--- src/hw/rxd_cfg.svh ---
// rxd_cfg.svh: offsets, field sizes and timing counts of the receive dma mode control.
// assumes a 250 MHz system clock; included by bare name.
`ifndef RXD_CFG_SVH
`define RXD_CFG_SVH
`define RXD_ADDR_W          16
`define RXD_REG_START       16'h0026
`define RXD_REG_COUNT       16'h0028
`define RXD_REG_BYTES       16'h002A
`define RXD_CNT_W           12
`define RXD_LEN_W           11
`define RXD_HOST_16K        17'h04000
`define RXD_HOST_64K        17'h10000
`define RXD_MAX_FRAME       16'h05EE
`define RXD_HDR_BYTES       12'h004
`define RXD_ALIGN_ADD       12'h003
`define RXD_BATCH_MAX       4'h8
`define RXD_CLK_PERIOD_NS   4
`define RXD_TICK_NS         100
`define RXD_TICK_CYC        (`RXD_TICK_NS / `RXD_CLK_PERIOD_NS)
`define RXD_GAP_MIN_NS      9600
`define RXD_GAP_MAX_NS      52000
`define RXD_GAP_KEEP_MS     52
`define RXD_GAP_MIN_TICKS   ((`RXD_GAP_MIN_NS + `RXD_TICK_NS - 1) / `RXD_TICK_NS)
`define RXD_GAP_MAX_TICKS   (`RXD_GAP_MAX_NS / `RXD_TICK_NS)
`define RXD_GAP_KEEP_TICKS  ((`RXD_GAP_KEEP_MS * 1000000) / `RXD_TICK_NS)
`define RXD_GAP_W           20
`endif

--- src/hw/rxd_pkg.sv ---
// rxd_pkg: types shared by the receive dma mode control.
// assumes rxd_cfg.svh is on the include path.
`include "rxd_cfg.svh"
package rxd_pkg;
   typedef struct packed {
      logic exclusive;
      logic auto_switch_enable;
      logic batch_transfer_enable;
      logic dma_frame_irq_en;
      logic good_frame_irq_en;
      logic buf64;
   } rxd_cfg_t;

   typedef struct packed {
      logic                  good;
      logic                  da_pass;
      logic [`RXD_LEN_W-1:0] len;
   } rxd_stat_t;

   typedef enum logic [1:0] {
      MODE_ONCHIP = 2'b00,
      MODE_WAIT   = 2'b01,
      MODE_DMA    = 2'b10
   } rxd_mode_t;
endpackage : rxd_pkg

--- src/hw/rxd_dma_ctrl.sv ---
// rxd_dma_ctrl: receive dma mode control, frame commitment and dma result registers.
// assumes mac, buffer and status queue logic on SYS_CLK; only DMA_DONE_PIN is asynchronous.
// Overview of operation
// - exclusive dma mode moves only complete, filter-passing frames to the 16/64K host ring
// - first frame count read commits the space it covers; no writes into it
// - the next frame count read frees the space of the frames it committed
// - auto-switch is active with auto enable set and exclusive clear; on-chip preferred
// - with exclusive set every received frame goes by dma
// - at frame start in auto mode check on-chip room for a maximum frame
// - short of room and failing address filter: discard, stay out of dma
// - short of room and passing filter: switch to dma, drain buffered frames
// - frames leave in arrival order, oldest uncommitted frame first
// - entering dma flushes pending receive events from the status queue
// - only complete frames are moved by auto-switch
// - switch is delayed while a frame is committed to on-chip host processing
// - after each dma frame update start, count and bytes; outside a batch also flag and interrupt
// - a missed frame bumps the missed counter and clears its event reports
// - dma mode stays until events done, zero count read and no transfer
// - batching starts on two good back-to-back frames 9.6 to 52 us apart
// - a batch holds the first good irq, moves up to eight frames, one dma irq
// - batching goes on while frames stay good and close; else raise both irqs
// - outside a batch dma frame flag follows a nonzero frame count; reading events never clears it
`include "rxd_cfg.svh"
module rxd_dma_ctrl #(
   parameter int unsigned GAP_KEEP_TICKS = `RXD_GAP_KEEP_TICKS,
   parameter int unsigned FIFO_DEPTH     = 8
) (
   input  wire logic                   SYS_CLK,
   input  wire logic                   SRST,
   input  wire rxd_pkg::rxd_cfg_t      CFG,
   input  wire logic                   RX_START,
   input  wire logic                   RX_DA_DONE,
   input  wire logic                   RX_DA_PASS,
   input  wire logic                   RX_END,
   input  wire rxd_pkg::rxd_stat_t     RX_STAT,
   input  wire logic                   RX_MISSED,
   input  wire logic [15:0]            ONCHIP_FREE,
   input  wire logic                   ONCHIP_POP,
   input  wire logic                   ONCHIP_COMMITTED,
   input  wire logic                   EVT_PENDING,
   input  wire logic                   DMA_DONE_PIN,
   input  wire logic [`RXD_ADDR_W-1:0] REG_ADDR,
   input  wire logic                   REG_RD,
   output logic [15:0]                 REG_RDATA,
   output logic                        DMA_REQ,
   output logic [`RXD_LEN_W-1:0]       DMA_LEN,
   output logic                        DMA_ACTIVE,
   output logic                        DMA_FRAME_FLAG,
   output logic                        DMA_IRQ,
   output logic                        GOOD_IRQ,
   output logic                        RX_DISCARD,
   output logic                        ISQ_FLUSH,
   output logic                        EVT_CLEAR,
   output logic [15:0]                 MISSED_COUNT
);
   rxd_pkg::rxd_mode_t state;
   rxd_pkg::rxd_mode_t next_state;

   logic [`RXD_LEN_W-1:0] q_data;
   logic                  q_valid;
   logic                  q_full;
   logic                  tick;
   logic                  done_s1;
   logic                  done_s2;
   logic                  done_s3;
   logic                  xfer;
   logic                  low_space;
   logic                  zero_read;
   logic [11:0]           cur_need;
   logic [11:0]           cur_bytes;
   logic [15:0]           wr_ptr;
   logic [15:0]           start_off;
   logic [`RXD_CNT_W-1:0] cnt;
   logic [15:0]           bytes;
   logic [16:0]           acc_space;
   logic [16:0]           committed;
   logic [`RXD_GAP_W-1:0] gap;
   logic                  prev_good;
   logic                  gap_in_win;
   logic                  gap_keep;
   logic                  pend_good;
   logic                  batch_active;
   logic [3:0]            batch_n;

   // cdc: the done pin only reaches logic through done_s2
   always_ff @(posedge SYS_CLK)
   begin
      done_s1 <= DMA_DONE_PIN;
      done_s2 <= done_s1;
      done_s3 <= done_s2;
   end

   rxd_tick_div #(
      .DIV (`RXD_TICK_CYC)
   ) u_tick (
      .clk  (SYS_CLK),
      .srst (SRST),
      .tick (tick)
   );

   wire frame_ok  = RX_END && RX_STAT.good && RX_STAT.da_pass;
   wire q_push    = RX_END && RX_STAT.da_pass;
   wire dma_on    = (state == rxd_pkg::MODE_DMA);
   wire auto_only = CFG.auto_switch_enable && !CFG.exclusive;
   wire done_edge = done_s2 && !done_s3 && xfer;
   wire frame_done = done_edge;

   wire [16:0] host_size = CFG.buf64 ? `RXD_HOST_64K : `RXD_HOST_16K;
   wire [11:0] raw_bytes = {1'b0, q_data} + `RXD_HDR_BYTES;
   wire [11:0] need      = (raw_bytes + `RXD_ALIGN_ADD) & 12'hFFC;
   wire [17:0] used      = {6'h00, need} + {1'b0, committed};
   wire        room      = used <= {1'b0, host_size};
   wire        start     = dma_on && q_valid && !xfer && room;
   wire        q_pop     = start || (!dma_on && ONCHIP_POP);

   // one decode for every mode
   wire rd_start = REG_RD && (REG_ADDR == `RXD_REG_START);
   wire rd_cnt   = REG_RD && (REG_ADDR == `RXD_REG_COUNT);
   wire rd_bytes = REG_RD && (REG_ADDR == `RXD_REG_BYTES);

   wire short_room = ONCHIP_FREE < `RXD_MAX_FRAME;
   wire da_fail    = low_space && RX_DA_DONE && !RX_DA_PASS;
   wire da_switch  = low_space && RX_DA_DONE && RX_DA_PASS;

   wire batch_start = CFG.batch_transfer_enable && !batch_active
                      && frame_ok && prev_good && gap_in_win;
   wire batch_bad   = batch_active && RX_END
                      && !(RX_STAT.good && RX_STAT.da_pass && gap_keep);
   wire batch_idle  = batch_active && !xfer && !q_valid
                      && (gap >= `RXD_GAP_W'(GAP_KEEP_TICKS));
   wire batch_exit  = batch_bad || batch_idle;
   wire batch_full  = batch_active && frame_done
                      && (batch_n == `RXD_BATCH_MAX - 4'h1);
   wire batch_end   = batch_full || batch_exit;

   wire [`RXD_CNT_W-1:0] cnt_inc = frame_done ? `RXD_CNT_W'(1) : '0;
   wire [`RXD_CNT_W-1:0] next_count = rd_cnt ? cnt_inc : cnt + cnt_inc;
   wire [15:0] add_bytes  = frame_done ? {4'h0, cur_bytes} : 16'h0000;
   wire [15:0] next_bytes = rd_bytes ? add_bytes : bytes + add_bytes;
   wire [16:0] add_space  = frame_done ? {5'h00, cur_need} : 17'h00000;
   wire next_flag = (next_count != '0)
                    && (!batch_active || batch_end || DMA_FRAME_FLAG);

   wire exit_ok = !CFG.exclusive && !batch_active && !EVT_PENDING
                  && zero_read && !xfer;

   always_comb
   begin
      next_state = state;
      unique case (state)
         rxd_pkg::MODE_ONCHIP:
         begin
            if (CFG.exclusive || batch_start)
               next_state = rxd_pkg::MODE_DMA;
            else if (da_switch && auto_only)
               next_state = ONCHIP_COMMITTED ? rxd_pkg::MODE_WAIT : rxd_pkg::MODE_DMA;
         end
         rxd_pkg::MODE_WAIT:
         begin
            if (CFG.exclusive || !ONCHIP_COMMITTED)
               next_state = rxd_pkg::MODE_DMA;
         end
         rxd_pkg::MODE_DMA:
         begin
            if (exit_ok)
               next_state = rxd_pkg::MODE_ONCHIP;
         end
         default:
            next_state = rxd_pkg::MODE_ONCHIP;
      endcase
   end

   rxd_len_fifo #(
      .W     (`RXD_LEN_W),
      .DEPTH (FIFO_DEPTH),
      .AW    ($clog2(FIFO_DEPTH))
   ) u_fifo (
      .clk   (SYS_CLK),
      .srst  (SRST),
      .push  (q_push),
      .wdata (RX_STAT.len),
      .pop   (q_pop),
      .rdata (q_data),
      .valid (q_valid),
      .full  (q_full)
   );

   always_ff @(posedge SYS_CLK)
   begin
      if (SRST)
      begin
         state      <= rxd_pkg::MODE_ONCHIP;
         low_space  <= 1'b0;
         RX_DISCARD <= 1'b0;
         ISQ_FLUSH  <= 1'b0;
         DMA_ACTIVE <= 1'b0;
      end
      else
      begin
         state      <= next_state;
         low_space  <= (RX_START && auto_only && short_room) || (low_space && !RX_DA_DONE);
         RX_DISCARD <= da_fail && (state == rxd_pkg::MODE_ONCHIP);
         ISQ_FLUSH  <= !dma_on && (next_state == rxd_pkg::MODE_DMA);
         DMA_ACTIVE <= next_state == rxd_pkg::MODE_DMA;
      end
   end

   // transfer of the oldest held frame to the host ring
   always_ff @(posedge SYS_CLK)
   begin
      if (SRST)
      begin
         xfer      <= 1'b0;
         DMA_REQ   <= 1'b0;
         DMA_LEN   <= '0;
         cur_need  <= 12'h000;
         cur_bytes <= 12'h000;
         wr_ptr    <= 16'h0000;
         start_off <= 16'h0000;
      end
      else if (start)
      begin
         xfer      <= 1'b1;
         DMA_REQ   <= 1'b1;
         DMA_LEN   <= q_data;
         cur_need  <= need;
         cur_bytes <= raw_bytes;
      end
      else if (frame_done)
      begin
         xfer      <= 1'b0;
         DMA_REQ   <= 1'b0;
         start_off <= wr_ptr;
         wr_ptr    <= 16'((17'(wr_ptr) + {5'h00, cur_need}) & (host_size - 17'h00001));
      end
   end

   // result registers, commitment and flag; a completion wins over a clearing read
   always_ff @(posedge SYS_CLK)
   begin
      if (SRST)
      begin
         cnt            <= '0;
         bytes          <= 16'h0000;
         acc_space      <= 17'h00000;
         committed      <= 17'h00000;
         zero_read      <= 1'b0;
         DMA_FRAME_FLAG <= 1'b0;
      end
      else
      begin
         cnt            <= next_count;
         bytes          <= next_bytes;
         DMA_FRAME_FLAG <= next_flag;
         if (rd_cnt)
         begin
            committed <= acc_space;
            acc_space <= add_space;
            zero_read <= (cnt == '0) && !frame_done;
         end
         else
         begin
            acc_space <= acc_space + add_space;
            zero_read <= zero_read && !frame_done;
         end
      end
   end

   always_ff @(posedge SYS_CLK)
   begin
      if (SRST)
         REG_RDATA <= 16'h0000;
      else if (rd_start)
         REG_RDATA <= start_off;
      else if (rd_cnt)
         REG_RDATA <= {4'h0, cnt};
      else if (rd_bytes)
         REG_RDATA <= bytes;
      else if (REG_RD)
         REG_RDATA <= 16'h0000;
   end

   // gap timer in 100 ns ticks since the end of the last frame
   always_ff @(posedge SYS_CLK)
   begin
      if (SRST)
      begin
         gap        <= '1;
         prev_good  <= 1'b0;
         gap_in_win <= 1'b0;
         gap_keep   <= 1'b0;
      end
      else
      begin
         if (RX_END)
            gap <= '0;
         else if (tick && gap != '1)
            gap <= gap + `RXD_GAP_W'(1);
         if (RX_END)
            prev_good <= RX_STAT.good && RX_STAT.da_pass;
         if (RX_START)
         begin
            gap_in_win <= (gap >= `RXD_GAP_W'(`RXD_GAP_MIN_TICKS))
                          && (gap <= `RXD_GAP_W'(`RXD_GAP_MAX_TICKS));
            gap_keep   <= gap < `RXD_GAP_W'(GAP_KEEP_TICKS);
         end
      end
   end

   // batching; the first good irq is held back until it is clear no batch follows
   always_ff @(posedge SYS_CLK)
   begin
      if (SRST)
      begin
         batch_active <= 1'b0;
         batch_n      <= 4'h0;
         pend_good    <= 1'b0;
         GOOD_IRQ     <= 1'b0;
         DMA_IRQ      <= 1'b0;
      end
      else
      begin
         if (batch_start)
            batch_active <= 1'b1;
         else if (batch_exit)
            batch_active <= 1'b0;
         if (!batch_active || batch_end)
            batch_n <= 4'h0;
         else if (frame_done)
            batch_n <= batch_n + 4'h1;
         pend_good <= CFG.batch_transfer_enable && !batch_active && !batch_start
                      && (frame_ok || (pend_good && gap <= `RXD_GAP_W'(`RXD_GAP_MAX_TICKS)));
         GOOD_IRQ  <= CFG.good_frame_irq_en
                      && (batch_exit
                          || (pend_good && gap > `RXD_GAP_W'(`RXD_GAP_MAX_TICKS))
                          || (frame_ok && !dma_on && !CFG.batch_transfer_enable));
         DMA_IRQ   <= CFG.dma_frame_irq_en
                      && (batch_active ? batch_end : frame_done);
      end
   end

   always_ff @(posedge SYS_CLK)
   begin
      if (SRST)
      begin
         MISSED_COUNT <= 16'h0000;
         EVT_CLEAR    <= 1'b0;
      end
      else
      begin
         MISSED_COUNT <= MISSED_COUNT + {15'h0000, RX_MISSED};
         EVT_CLEAR    <= RX_MISSED;
      end
   end

   a_start_needs_frame: assert property (@(posedge SYS_CLK) disable iff (SRST)
      $rose(DMA_REQ) |-> $past(q_valid) && $past(dma_on))
      else $error("dma started without a held frame");
   a_commit_room: assert property (@(posedge SYS_CLK) disable iff (SRST)
      $rose(DMA_REQ) |-> ({6'h00, cur_need} + {1'b0, $past(committed)}) <= {1'b0, host_size})
      else $error("dma write into committed space");
   a_read_frees: assert property (@(posedge SYS_CLK) disable iff (SRST)
      rd_cnt |=> committed == $past(acc_space))
      else $error("count read did not move commitment");
   a_exclusive_dma: assert property (@(posedge SYS_CLK) disable iff (SRST)
      CFG.exclusive |=> state == rxd_pkg::MODE_DMA)
      else $error("exclusive mode not in dma");
   a_da_fail_stays: assert property (@(posedge SYS_CLK) disable iff (SRST)
      (da_fail && state == rxd_pkg::MODE_ONCHIP && !CFG.exclusive && !batch_start)
      |=> RX_DISCARD && state == rxd_pkg::MODE_ONCHIP)
      else $error("filter miss did not discard");
   a_flush_entry: assert property (@(posedge SYS_CLK) disable iff (SRST)
      $rose(DMA_ACTIVE) |-> ISQ_FLUSH)
      else $error("no queue flush on dma entry");
   a_wait_commit: assert property (@(posedge SYS_CLK) disable iff (SRST)
      (state == rxd_pkg::MODE_WAIT && ONCHIP_COMMITTED && !CFG.exclusive)
      |=> state == rxd_pkg::MODE_WAIT)
      else $error("switch while frame committed");
   a_done_updates: assert property (@(posedge SYS_CLK) disable iff (SRST)
      (frame_done && !rd_cnt) |=> cnt == $past(cnt) + 1'b1 && start_off == $past(wr_ptr))
      else $error("dma results not updated");
   a_missed_bump: assert property (@(posedge SYS_CLK) disable iff (SRST)
      RX_MISSED |=> EVT_CLEAR && MISSED_COUNT == $past(MISSED_COUNT) + 16'h0001)
      else $error("missed frame not counted");
   a_dma_holds: assert property (@(posedge SYS_CLK) disable iff (SRST)
      (dma_on && (EVT_PENDING || xfer)) |=> dma_on)
      else $error("left dma too early");
   a_flag_count: assert property (@(posedge SYS_CLK) disable iff (SRST)
      (!batch_active && !$past(batch_active)) |-> DMA_FRAME_FLAG == (cnt != '0))
      else $error("frame flag does not follow count");
endmodule : rxd_dma_ctrl

--- src/hw/rxd_tick_div.sv ---
// rxd_tick_div: one-cycle enable every DIV clocks.
// assumes one clock domain with synchronous reset.
module rxd_tick_div #(
   parameter int unsigned DIV = 25
) (
   input  wire logic clk,
   input  wire logic srst,
   output logic      tick
);
   logic [7:0] cnt;
   wire        wrap = (cnt == 8'(DIV - 1));

   always_ff @(posedge clk)
   begin
      if (srst)
      begin
         cnt  <= 8'h00;
         tick <= 1'b0;
      end
      else
      begin
         cnt  <= wrap ? 8'h00 : cnt + 8'h01;
         tick <= wrap;
      end
   end
endmodule : rxd_tick_div

--- src/hw/rxd_len_fifo.sv ---
// rxd_len_fifo: length queue of complete frames held on chip, oldest first.
// assumes pops are at least two cycles apart; read data and valid lag one cycle.
module rxd_len_fifo #(
   parameter int unsigned W     = 11,
   parameter int unsigned DEPTH = 8,
   parameter int unsigned AW    = 3
) (
   input  wire logic         clk,
   input  wire logic         srst,
   input  wire logic         push,
   input  wire logic [W-1:0] wdata,
   input  wire logic         pop,
   output logic [W-1:0]      rdata,
   output logic              valid,
   output logic              full
);
   logic [W-1:0]  mem [DEPTH];
   logic [AW-1:0] wp;
   logic [AW-1:0] rp;
   logic [AW:0]   cnt;
   wire           do_push = push && !full;
   wire           do_pop  = pop && valid;

   always_ff @(posedge clk)
   begin
      if (do_push)
         mem[wp] <= wdata;
      rdata <= mem[rp];
   end

   always_ff @(posedge clk)
   begin
      if (srst)
      begin
         wp    <= '0;
         rp    <= '0;
         cnt   <= '0;
         valid <= 1'b0;
         full  <= 1'b0;
      end
      else
      begin
         wp    <= do_push ? wp + AW'(1) : wp;
         rp    <= do_pop ? rp + AW'(1) : rp;
         cnt   <= cnt + (AW+1)'(do_push) - (AW+1)'(do_pop);
         valid <= (cnt != '0) && !do_pop;
         full  <= (cnt + (AW+1)'(do_push) - (AW+1)'(do_pop)) == (AW+1)'(DEPTH);
      end
   end
endmodule : rxd_len_fifo

--- config.mk ---
export PLATFORM = sky130hd
export DESIGN_NAME = rxd_dma_ctrl
export DESIGN_NICKNAME = d
export VERILOG_FILES = /design/src/hw/rxd_pkg.sv /design/src/hw/rxd_dma_ctrl.sv /design/src/hw/rxd_tick_div.sv /design/src/hw/rxd_len_fifo.sv
export VERILOG_INCLUDE_DIRS = /design/src /design/src/hw
export SDC_FILE = /design/constraint.sdc
export NUM_CORES = 1
export LEC_CHECK = 0
export BUFFER_PORTS_ARGS = -buffer_cell sky130_fd_sc_hd__buf_4
export CORE_MARGIN = 4
export CORE_UTILIZATION = 50
export DETAILED_ROUTE_END_ITERATION = 6
export HOLD_SLACK_MARGIN = 0.03
export PLACE_DENSITY = 0.68
export SLEW_MARGIN = 30
export SYNTH_ARGS = -nofsm -noshare
export SYNTH_HDL_FRONTEND = slang
export SYNTH_SLANG_ARGS = --single-unit
export TNS_END_PERCENT = 30
--- constraint.sdc ---
create_clock -name SYS_CLK -period 7 [get_ports SYS_CLK]
set_input_delay 0 -clock SYS_CLK [delete_from_list [all_inputs] [get_ports SYS_CLK]]
set_output_delay 0 -clock SYS_CLK [all_outputs]
set_load 0.005 [all_outputs]
# Yosys cells after proc, flatten, opt, wreduce, memory -nomap -nowiden
# Memories as Yosys holds them, arrays and structs flattened. A register that Yosys moved wholly into a read port is not among the register bits.
# Cells that the tools add are included.
# totals
wordCells,195
ff_bits,224
out_inout_bits,51
ramBits,88
inputBits,63
mem_count,1
# mem_list
name,depth,word_bits,read_ports,rd_clocked_by_memory_dff,write_ports,line,source
u_fifo.mem,8,11,1,1,1,rxd_len_fifo.sv:17,logic [W-1:0] mem [DEPTH];
# classes
n_reduce_logical,93
muxes,27
magnitude_cmp,7
eq_ne,10
bitwise,2
add_sub_neg,16
# ops
operator,count
16-bit 2-to-1 mux,5
1-bit logical AND,55
16-bit by 6-bit == test with 1-bit output (second input constant),3
20-bit 2-to-1 mux,2
12-bit 2-to-1 mux,3
17-bit 2-to-1 mux,2
16-bit by 12-bit adder with 16-bit output,2
20-bit by 1-bit adder with 20-bit output (second input constant),1
20-bit by 19-bit >= comparator with 1-bit output (second input constant),1
20-bit by 7-bit >= comparator with 1-bit output (second input constant),1
20-bit by 10-bit > comparator with 1-bit output (second input constant),1
20-bit by 10-bit <= comparator with 1-bit output (second input constant),1
20-bit by 19-bit < comparator with 1-bit output (second input constant),1
20-bit != test (second input constant),1
12-bit by 17-bit adder with 18-bit output,1
18-bit by 17-bit <= comparator with 1-bit output,1
17-bit by 12-bit adder with 17-bit output,1
16-bit by 1-bit adder with 16-bit output,1
16-bit AND,1
1-bit zero test,16
16-bit by 11-bit < comparator with 1-bit output (second input constant),1
16-bit by 1-bit subtractor with 16-bit output (second input constant),1
11-bit by 3-bit adder with 12-bit output (second input constant),1
12-bit by 1-bit adder with 12-bit output,1
other kinds (23),51

# Depth between registers and ports, before layout
# Gate-level depths: netlist of run 1.
# logic_depth
word_depth,10
depth_mapped,31
ltp_nobuf,29

# Modules after synthesis
# A second synthesis of run 1 with hierarchy kept.
# unflattened
cells_unflattened,1499
hier_area_um2,14810.5
# by_module_without_submodules
mod,seq_area_each_um2,n_inst,cells_per_inst,area_per_inst_um2
rxd_dma_ctrl,3863.7,1,1248,10187.3
rxd_len_fifo,3103.0,1,210,4231.6
rxd_tick_div,180.2,1,41,391.6

# Worst setup path before layout of run 1
# No wires, ideal clock.
# synth_path
path_kind,register -> register
startpoint,"reg u_fifo.rdata[2], read port of u_fifo.mem"
endpoint,reg u_fifo.full
arrival_ns,5.863
synth_period_minus_slack_ns,5.978
t_required_ns,6.885
stages_incl_launch_ff,29
path_buffers,1
setup_time_ns,0.115
slack_ns,1.022
cell_sequence,dfxtp_1 ha_1 xor2_1 nor4b_1 nand3_1 xnor2_1 ha_1 o22ai_1 nor2_1 nand3_1 a31oi_1 nand3_1 xnor2_1 ha_1 and4b_2 o21ai_0 a2111oi_2 nand4_1 a2111oi_2 and4_1 buf_6 o31ai_1 or2_1 ha_1 a21o_1 a21oi_1 xnor2_1 nor2_1 and3_1
# synth_via
elab_chain_len,9
# synth_rtl
item,line,source
"start, declared",rxd_len_fifo.sv:13,"output logic [W-1:0] rdata,"
11-bit by 3-bit adder with 12-bit output (no source line),n/a,
12-bit by 2-bit adder with 12-bit output (no source line),n/a,
net need[7],rxd_dma_ctrl.sv:110,wire [11:0] need = (raw_bytes + `RXD_ALIGN_ADD) & 12'hFFC;
12-bit by 17-bit adder with 18-bit output,rxd_dma_ctrl.sv:111,"wire [17:0] used = {6'h00, need} + {1'b0, committed};"
18-bit by 17-bit <= comparator with 1-bit output,rxd_dma_ctrl.sv:112,"wire room = used <= {1'b0, host_size};"
1-bit logical AND,rxd_dma_ctrl.sv:113,wire start = dma_on && q_valid && !xfer && room;
1-bit logical OR,rxd_dma_ctrl.sv:114,wire q_pop = start || (!dma_on && ONCHIP_POP);
1-bit logical AND,rxd_len_fifo.sv:22,wire do_pop = pop && valid;
4-bit by 1-bit subtractor with 4-bit output,rxd_len_fifo.sv:47,full <= (cnt + (AW+1)'(do_push) - (AW+1)'(do_pop)) == (AW+1)'(DEPTH);
4-bit == test,rxd_len_fifo.sv:47,
"end signal, assigned",rxd_len_fifo.sv:47,
"end, declared",rxd_len_fifo.sv:15,output logic full
# The timed path passes the listed nets, and every way through them passes these cells.
# A chain may end at the register's enable or synchronous reset.

# Final worst setup path of run 1
# Ends and elaborated chain as after synthesis.

==> results.md, run 1 <==
- Mapped cell area: between 10000 and 15000 um^2
- Seq/Total Area, Yosys: a little under half
- Max-Cap Viols: 0
- Maximum VDD drop: around 250 uV
- Worst Skew: ~0.015 ns
- Pleak: between 0.006 and 0.007 uW
- Crit. Startpoint: u_fifo.rdata[2]
- Total Routing Usage GR: around 22%
- Clock Sinks: between 300 and 400
- Clock power frac: between 40% and 50%
- YS warnings: 0
- Mean Syn Cell Area: about 9.6 um^2
- Main combinational cell family by area after synthesis: simple AND/OR/NAND/NOR gates
- Slowest stage cell on the critical path: dfxtp_1
- Compound-cell area share of the yosys netlist: between 10% and 20%
- CTS max path bufs: 3
- Max Slew Vio Count: 0
- Detail Route Antenna Nets: 0
- Predominant post-synthesis flop cell: dfxtp_1
- Die Wd: 181 um
- Die area: approximately 33000 um^2
- # diodes: 0
- Clock transition at the registers of the reported paths: roughly 0.060 ns
- Largest net degree at the start of global routing: between 70 and 80
- RSZ-0062 raised after global routing: false
- Post-DP HPWL: roughly 24000 um
- Rel. slew slack: roughly 43%
- Crit path largest cell delay: 0.46 ns
- Cell area power density: 263 nW/um^2
- Worst EP arrival: roughly 6.7 ns
- DR vias: 11700
- Post-synth EDFFs: 88
- DR DRC count: 2
- Synth Area in Simple Gates: a little under a fifth
- Slack of the worst reg-to-reg path: 0.67 ns
- Setup Fix Bufs, Post-CTS: 0
- Vias in the first global route: approximately 11000
- First-pass GRT wire length: just under 60000 um
- Critical path class: reg -> reg
- Fin Setup TNS: 0 ns
- Inserted Clock Buffers: 35
- Pre-CTS setup slack: around 0.66 ns
- Grt ovf: 0
- Crit start category: register
- Final hold vios: 0
- Worst hold-check path type: in -> reg
- Max Freq: between 150 and 200 MHz
- Multi-input logic area: between 7000 and 8000 um^2
- Min Tclk post-route: around 6.3 ns
- RD Place Congestion: 0.878
- Number of port buffers: around 110
- Routed WL: between 30000 and 40000 um
- Mux cell area share after synthesis: 4.28%
- Commonest non-fill, non-tap cell in the layout: dfxtp_1
- Synth Register Bits: approximately 310
- CP Capture Type: register
- Layout fillers: ~2500
- Syn_nets: around 1700
- Most frequent cells in the layout: 225 x dfxtp_1, 192 x nand2_1, 132 x a21oi_1
- First-pass DRT Iterations: 7
- CTS root buf: clkbuf_16
- Ports: roughly 110
- Internal power: around 3400 uW
- Cell taking the most area after synthesis: dfxtp_1
- Number of core rows: 63
- RR Startpoint: u_fifo.rdata[2]
- H-tree Lvls: 2
- Starting Density: between 50% and 60%
- Total area of sequential cells: around 7000 um^2
- Average vias per placed instance: 5.61
- Status: finished, violations left
- Synth Instances: ~1600
- Switching power: ~1200 uW
- Adder-cell share of the synthesized area: approximately 5.8%
- CP required: around 7.4 ns
- Layout area overhead: 17.7%
- Critical Path End: u_fifo.full
- Xor-xnor portion of the synthesized cell area: ~6%
- Initial antenna violation count: 0
- Final net count: roughly 1800
- Failing checks: design-rule violations
- WL/cell: roughly 17 um
- DRT iter0 DRCs: 931
- R2r worst-path depth: 29
- CTS tree: done
- Worst r2r dst: u_fifo.full
- Core Region: ~30000 um^2
- Post-synth top area share: a little under a third
- Sequential Power Share: 43.6%
- Leading post-synthesis cells by cell area: dfxtp_1 30%, edfxtp_1 18%, ha_1 5.1%
- Final setup fails: 0
- Comb pwr share: between 15 and 20%
- Vert. Die Dim: 181 um
- Slew @ Worst Pin: between 0.8 and 0.9 ns
- Setup ws final: about 0.67 ns
- Share of layout cells above drive strength 1: 14.7%
- Synth async-reset ratio: 0%
- Max Fanout on Critical Path: 7
- Final Cycle Share: around 90%
- Switch share: about 26%
- Yosys cell types: a little over 80
- Worst skew pair latency: 0.51 ns
synth_stat cells, types with 6 or more instances:
cell type  number
nor3b_1         7
a21oi_1       132
or3_1          12
and3_1         16
nand2b_1        9
nand4_1        18
ha_1           61
xor2_1         45
nor4_1         15
a211oi_1       11
nand2_1       192
nor2b_1        20
xnor2_1        58
a21o_1          8
o21a_1          7
nor3_1         36
o21bai_1        6
dfxtp_1       225
a31oi_1        10
clkbuf_1       60
mux4_2         22
mux2_2         12
and2_1         27
nand3_1        79
nor2_1        126
and4_1          7
a222oi_1       14
edfxtp_1       88
o21ai_0        73
inv_1          49
buf_1           6
power by group through the flow:
stage          logic, uW  clock network (uW)  registers [uW]
3_3_place_gp         682                   0            2050
2_1_floorplan        535                   0            2030
3_5_place_dp         695                   0            2060
6_report             713                1890            2020
5_1_grt              794                2010            2030
4_1_cts              713                1930            2020
timing repair:
action,CTS,global route
endpoints found under the setup margin,0,1
hold endpoints to repair,130,0
hold buffers,33,0
gates resized for setup,0,2
worst max-delay path, delay by kind of cell, from the launching register on:
kind                     cells  cell delay [ns]
AO/OA/AOI/OAI                7             1.33
XOR/XNOR                     4             0.86
adder cells (fa/ha/maj)      4             1.34
flip-flops                   1             0.46
AND/OR/NAND/NOR             14             2.23
registers in the layout, indices dropped and copies added, names as in the netlist, 15 cells and up:
name,count
acc_space,15
gap,20
u_fifo.mem,88
bytes,16
MISSED_COUNT,16
committed,15
REG_RDATA,16
cells by family after synthesis:
logic type | count (synthesis)
and+or+nand+nor | 589
AOI/OAI and AO/OA | 319
DFF | 313
buffers and inverters | 131
xor gates and xnor gates | 103
adders and majority gates | 66
muxes | 35
area by class of cell:
class                           instances  area share (%)
Clock buffer                           51            6.01
Timing Repair Buffer                  163            7.42
Inverter                               51            1.09
Clock inverter                         12           0.831
Sequential cell                       313            40.6
Multi-Input combinational cell       1112            41.3
Tap cell                              390            2.77
worst min-delay path by stage:
stage,endpoint,cells after the start,from
floorplan,done_s1,0,DMA_DONE_PIN
CTS,REG_RDATA[1],5,REG_ADDR[2]
finish,REG_RDATA[1],5,REG_ADDR[2]
global placement,done_s1,1,DMA_DONE_PIN
global route,REG_RDATA[1],5,REG_ADDR[2]
detailed placement,done_s1,1,DMA_DONE_PIN
routing by layer:
metal	global-route usage [%]	share of wire, %	vias to the layer above
li1	-	-	5800
met1	28.9	45	5584
met2	35.7	47	260
met3	3.02	4.4	83
met4	7.81	3.7	0
met5	0	0	-
stage by stage:
step | instances | utilization, % | total power [uW] | area [um^2] | hold WS, ns
finish | 2092 | 59.6 | 4630 | 17600 | 0.0490
global route | 2092 | 59.6 | 4830 | 17600 | 0.0729
CTS | 2092 | 59.5 | 4660 | 17600 | 0.0313
detailed placement | 1996 | 54.3 | 2750 | 16100 | 0.108
global placement | 1996 | 54.3 | 2730 | 16000 | 0.106
floorplan | 1556 | - | 2560 | 15000 | 0.0277
(Power assumes the default switching activity.)
==> run 2, diff against run 1 <==
--- a/config.mk
+++ b/config.mk
@@ -7,11 +7,13 @@
 export NUM_CORES = 1
 export LEC_CHECK = 0
 export BUFFER_PORTS_ARGS = -buffer_cell sky130_fd_sc_hd__buf_4
+export CELL_PAD_IN_SITES_DETAIL_PLACEMENT = 2
+export CELL_PAD_IN_SITES_GLOBAL_PLACEMENT = 2
 export CORE_MARGIN = 4
-export CORE_UTILIZATION = 50
+export CORE_UTILIZATION = 39
 export DETAILED_ROUTE_END_ITERATION = 6
 export HOLD_SLACK_MARGIN = 0.03
-export PLACE_DENSITY = 0.68
+export PLACE_DENSITY_LB_ADDON = 0.1
 export SLEW_MARGIN = 30
 export SYNTH_ARGS = -nofsm -noshare
 export SYNTH_HDL_FRONTEND = slang
==> run 2 against run 1 <==
Net effect: the flow now finishes without violations; wire length grew 33%; count of clock-buffer cells in the layout is 1 lower; combinational power up 6.3%; final area is 1.4% higher; critical path depth unchanged; via count grew 4.3%; global-route usage is 1.3 points higher; setup slack got worse by 0.11 ns; sequential cell count stayed put; largest cell class unchanged; largest power group unchanged; highest routed layer is now met5.
==> results.md, run 2 (synthesized netlist as in run 1, its figures left out) <==
- Number of port buffers: 112 (unchanged)
- Pleak: 0.00667 uW (was 0.00660 uW)
- Status: finished, final reports clean (was finished, violations left)
- First-pass GRT wire length: 76000 um (was 58800 um)
- CTS tree: done (unchanged)
- Biggest register: u_fifo.mem (unchanged)
- Worst Skew: 0.0198 ns (was 0.0150 ns)
- Clock power frac: 40.9% (was 41.0%)
- Maximum VDD drop: 218 uV (was 253 uV)
- Share of layout cells above drive strength 1: 15.2% (was 14.7%)
- Switch share: 27.9% (was 25.8%)
- CP Capture Type: register (unchanged)
- Vert. Die Dim: 204 um (was 181 um)
- Worst hold-check path type: in -> reg (unchanged)
- Slack of the worst reg-to-reg path: 0.56 ns (was 0.67 ns)
- DRT iter0 DRCs: 602 (was 931)
- CTS root buf: clkbuf_16 (unchanged)
- Crit path largest cell delay: 0.46 ns (about the same)
- Inserted Clock Buffers: 38 (was 35)
- Vias in the first global route: 13400 (was 11400)
- DR DRC count: 0 (was 2)
- RR Startpoint: u_fifo.rdata[2] (unchanged)
- Setup Fix Bufs, Post-CTS: 0 (unchanged)
- First-pass DRT Iterations: 5 (was 7)
- Fin Setup TNS: 0 ns (unchanged)
- Sequential Power Share: 43.1% (was 43.6%)
- Detail Route Antenna Nets: 0 (unchanged)
- Number of core rows: 71 (was 63)
- Min Tclk post-route: 6.44 ns (was 6.33 ns)
- Max Slew Vio Count: 0 (unchanged)
- Ports: 114 (unchanged)
- Final hold vios: 0 (unchanged)
- Pwr Total: 4730 uW (was 4630 uW)
- Max Fanout on Critical Path: 7 (unchanged)
- Pre-CTS setup slack: 0.534 ns (was 0.664 ns)
- Clock Sinks: 313 (unchanged)
- Layout area overhead: 19.3% (was 17.7%)
- Final setup fails: 0 (unchanged)
- Critical path class: reg -> reg (unchanged)
- Final Cycle Share: 92.0% (was 90.4%)
- RSZ-0062 raised after global routing: false (unchanged)
- Max Freq: 155 MHz (was 158 MHz)
- Cell area power density: 265 nW/um^2 (was 263 nW/um^2)
- CP required: 7.44 ns (was 7.39 ns)
- DR vias: 12200 (was 11700)
- Max-Cap Viols: 0 (unchanged)
- Max reg flops: 88 (unchanged)
- Crit. Startpoint: u_fifo.rdata[2] (unchanged)
- Largest registers: u_fifo.mem x88, gap x20 (unchanged)
- Commonest non-fill, non-tap cell in the layout: dfxtp_1 (unchanged)
- Final net count: 1816 (was 1805)
- Largest net degree at the start of global routing: 70 (was 79)
- Routed WL: 47600 um (was 35800 um)
- Core Region: 37800 um^2 (was 29600 um^2)
- Worst EP arrival: 6.89 ns (was 6.72 ns)
- Post-DP HPWL: 32900 um (was 24300 um)
- Die Wd: 204 um (was 181 um)
- Total Routing Usage GR: 22.8% (was 21.5%)
- CTS max path bufs: 3 (unchanged)
- Clock transition at the registers of the reported paths: 0.06 ns (about the same)
- Layout fillers: 4017 (was 2513)
- Slew @ Worst Pin: 0.764 ns (was 0.851 ns)
- Average vias per placed instance: 5.49 (was 5.61)
- Most frequent cells in the layout: 224 x dfxtp_1, 192 x nand2_1, 134 x buf_4 (was 225 x dfxtp_1, 192 x nand2_1, 132 x a21oi_1)
- Critical Path End: u_fifo.full (unchanged)
- Internal power: 3410 uW (was 3440 uW)
- Switching power: 1320 uW (was 1190 uW)
- R2r worst-path depth: 29 (unchanged)
- Initial antenna violation count: 1 (was 0)
- # diodes: 0 (unchanged)
- H-tree Lvls: 2 (unchanged)
- Starting Density: 39.6% (was 50.6%)
- Rel. slew slack: 49.1% (was 43.3%)
- Setup ws final: 0.558 ns (was 0.672 ns)
- Worst r2r dst: u_fifo.full (unchanged)
- Crit start category: register (unchanged)
- Grt ovf: 0 (unchanged)
- Slowest stage cell on the critical path: dfxtp_1 (unchanged)
- WL/cell: 21.4 um (was 17.1 um)
- RD Place Congestion: 0.819 (was 0.878)
- Worst skew pair latency: 0.56 ns (was 0.51 ns)
- Comb pwr share: 16.0% (was 15.4%)
- Die area: 41600 um^2 (was 32700 um^2)
[run 2: cell count changes in the layout (fill, tap and decap cells not counted), sizes merged]
cell,change
clkbuf,-1
buf,+4
clkinv,+8
inv,+1
dlygate4sd3,+4
bufinv,-1
[run 2: how the worst min path moves through the flow]
stage,start,to,cells after the start
after detailed placement,DMA_DONE_PIN,done_s1,1
after CTS,RX_DA_DONE,ISQ_FLUSH,6
after global routing,DMA_DONE_PIN,done_s1,2
after floorplan,DMA_DONE_PIN,done_s1,0
after global placement,DMA_DONE_PIN,done_s1,1
final,ONCHIP_POP,u_fifo.rp[1],4
[run 2: area by class of cell]
cell class	count	area [um^2]	area share, %
flip-flops and latches	313	7150	40.0
multi-input cells	1112	7280	40.8
clock buffers	50	1050	5.86
inverters	51	191	1.07
clock inverters	20	169	0.946
repair buffers	171	1380	7.71
well taps	511	639	3.58
[run 2: critical path, delay by kind of cell, from the launching register on]
family / cells / cell delay, ns
simple gates: 14 / 2.40
xor+xnor: 4 / 0.81
compound gates: 7 / 1.33
flops: 1 / 0.46
fa+ha+maj: 4 / 1.35
[run 2: what timing repair did]
item / 4_1_cts / 5_1_grt
endpoints found under the hold margin: 166 / 0
hold buffers: 37 / 0
gates resized for setup: 0 / 7
setup endpoints to repair: 0 / 3
[run 2: metrics by stage]
step | instances | utilization [%] | hold slack, ns | instance area [um^2]
4_1_cts | 2228 | 47.2 | 0.0415 | 17800
3_5_place_dp | 2121 | 43.0 | 0.115 | 16200
3_3_place_gp | 2121 | 43.0 | 0.105 | 16200
6_report | 2228 | 47.3 | 0.0947 | 17900
5_1_grt | 2228 | 47.3 | 0.112 | 17900
2_1_floorplan | 1556 | - | 0.0277 | 15000
[run 2: layer usage]
layer,up-vias,global-route usage [%],wire length (um)
met5,-,0,7
met4,2,5.71,948
met3,64,3.16,1400
met2,156,42.2,25000
met1,6200,28.0,20300
li1,5812,-,-
[run 2: power groups by stage]
stage | combinational [uW] | sequential, uW | clock [uW]
2_1_floorplan | 535 | 2030 | 0
3_3_place_gp | 694 | 2070 | 0
3_5_place_dp | 730 | 2070 | 0
4_1_cts | 755 | 2040 | 1990
5_1_grt | 840 | 2050 | 2070
6_report | 758 | 2040 | 1940
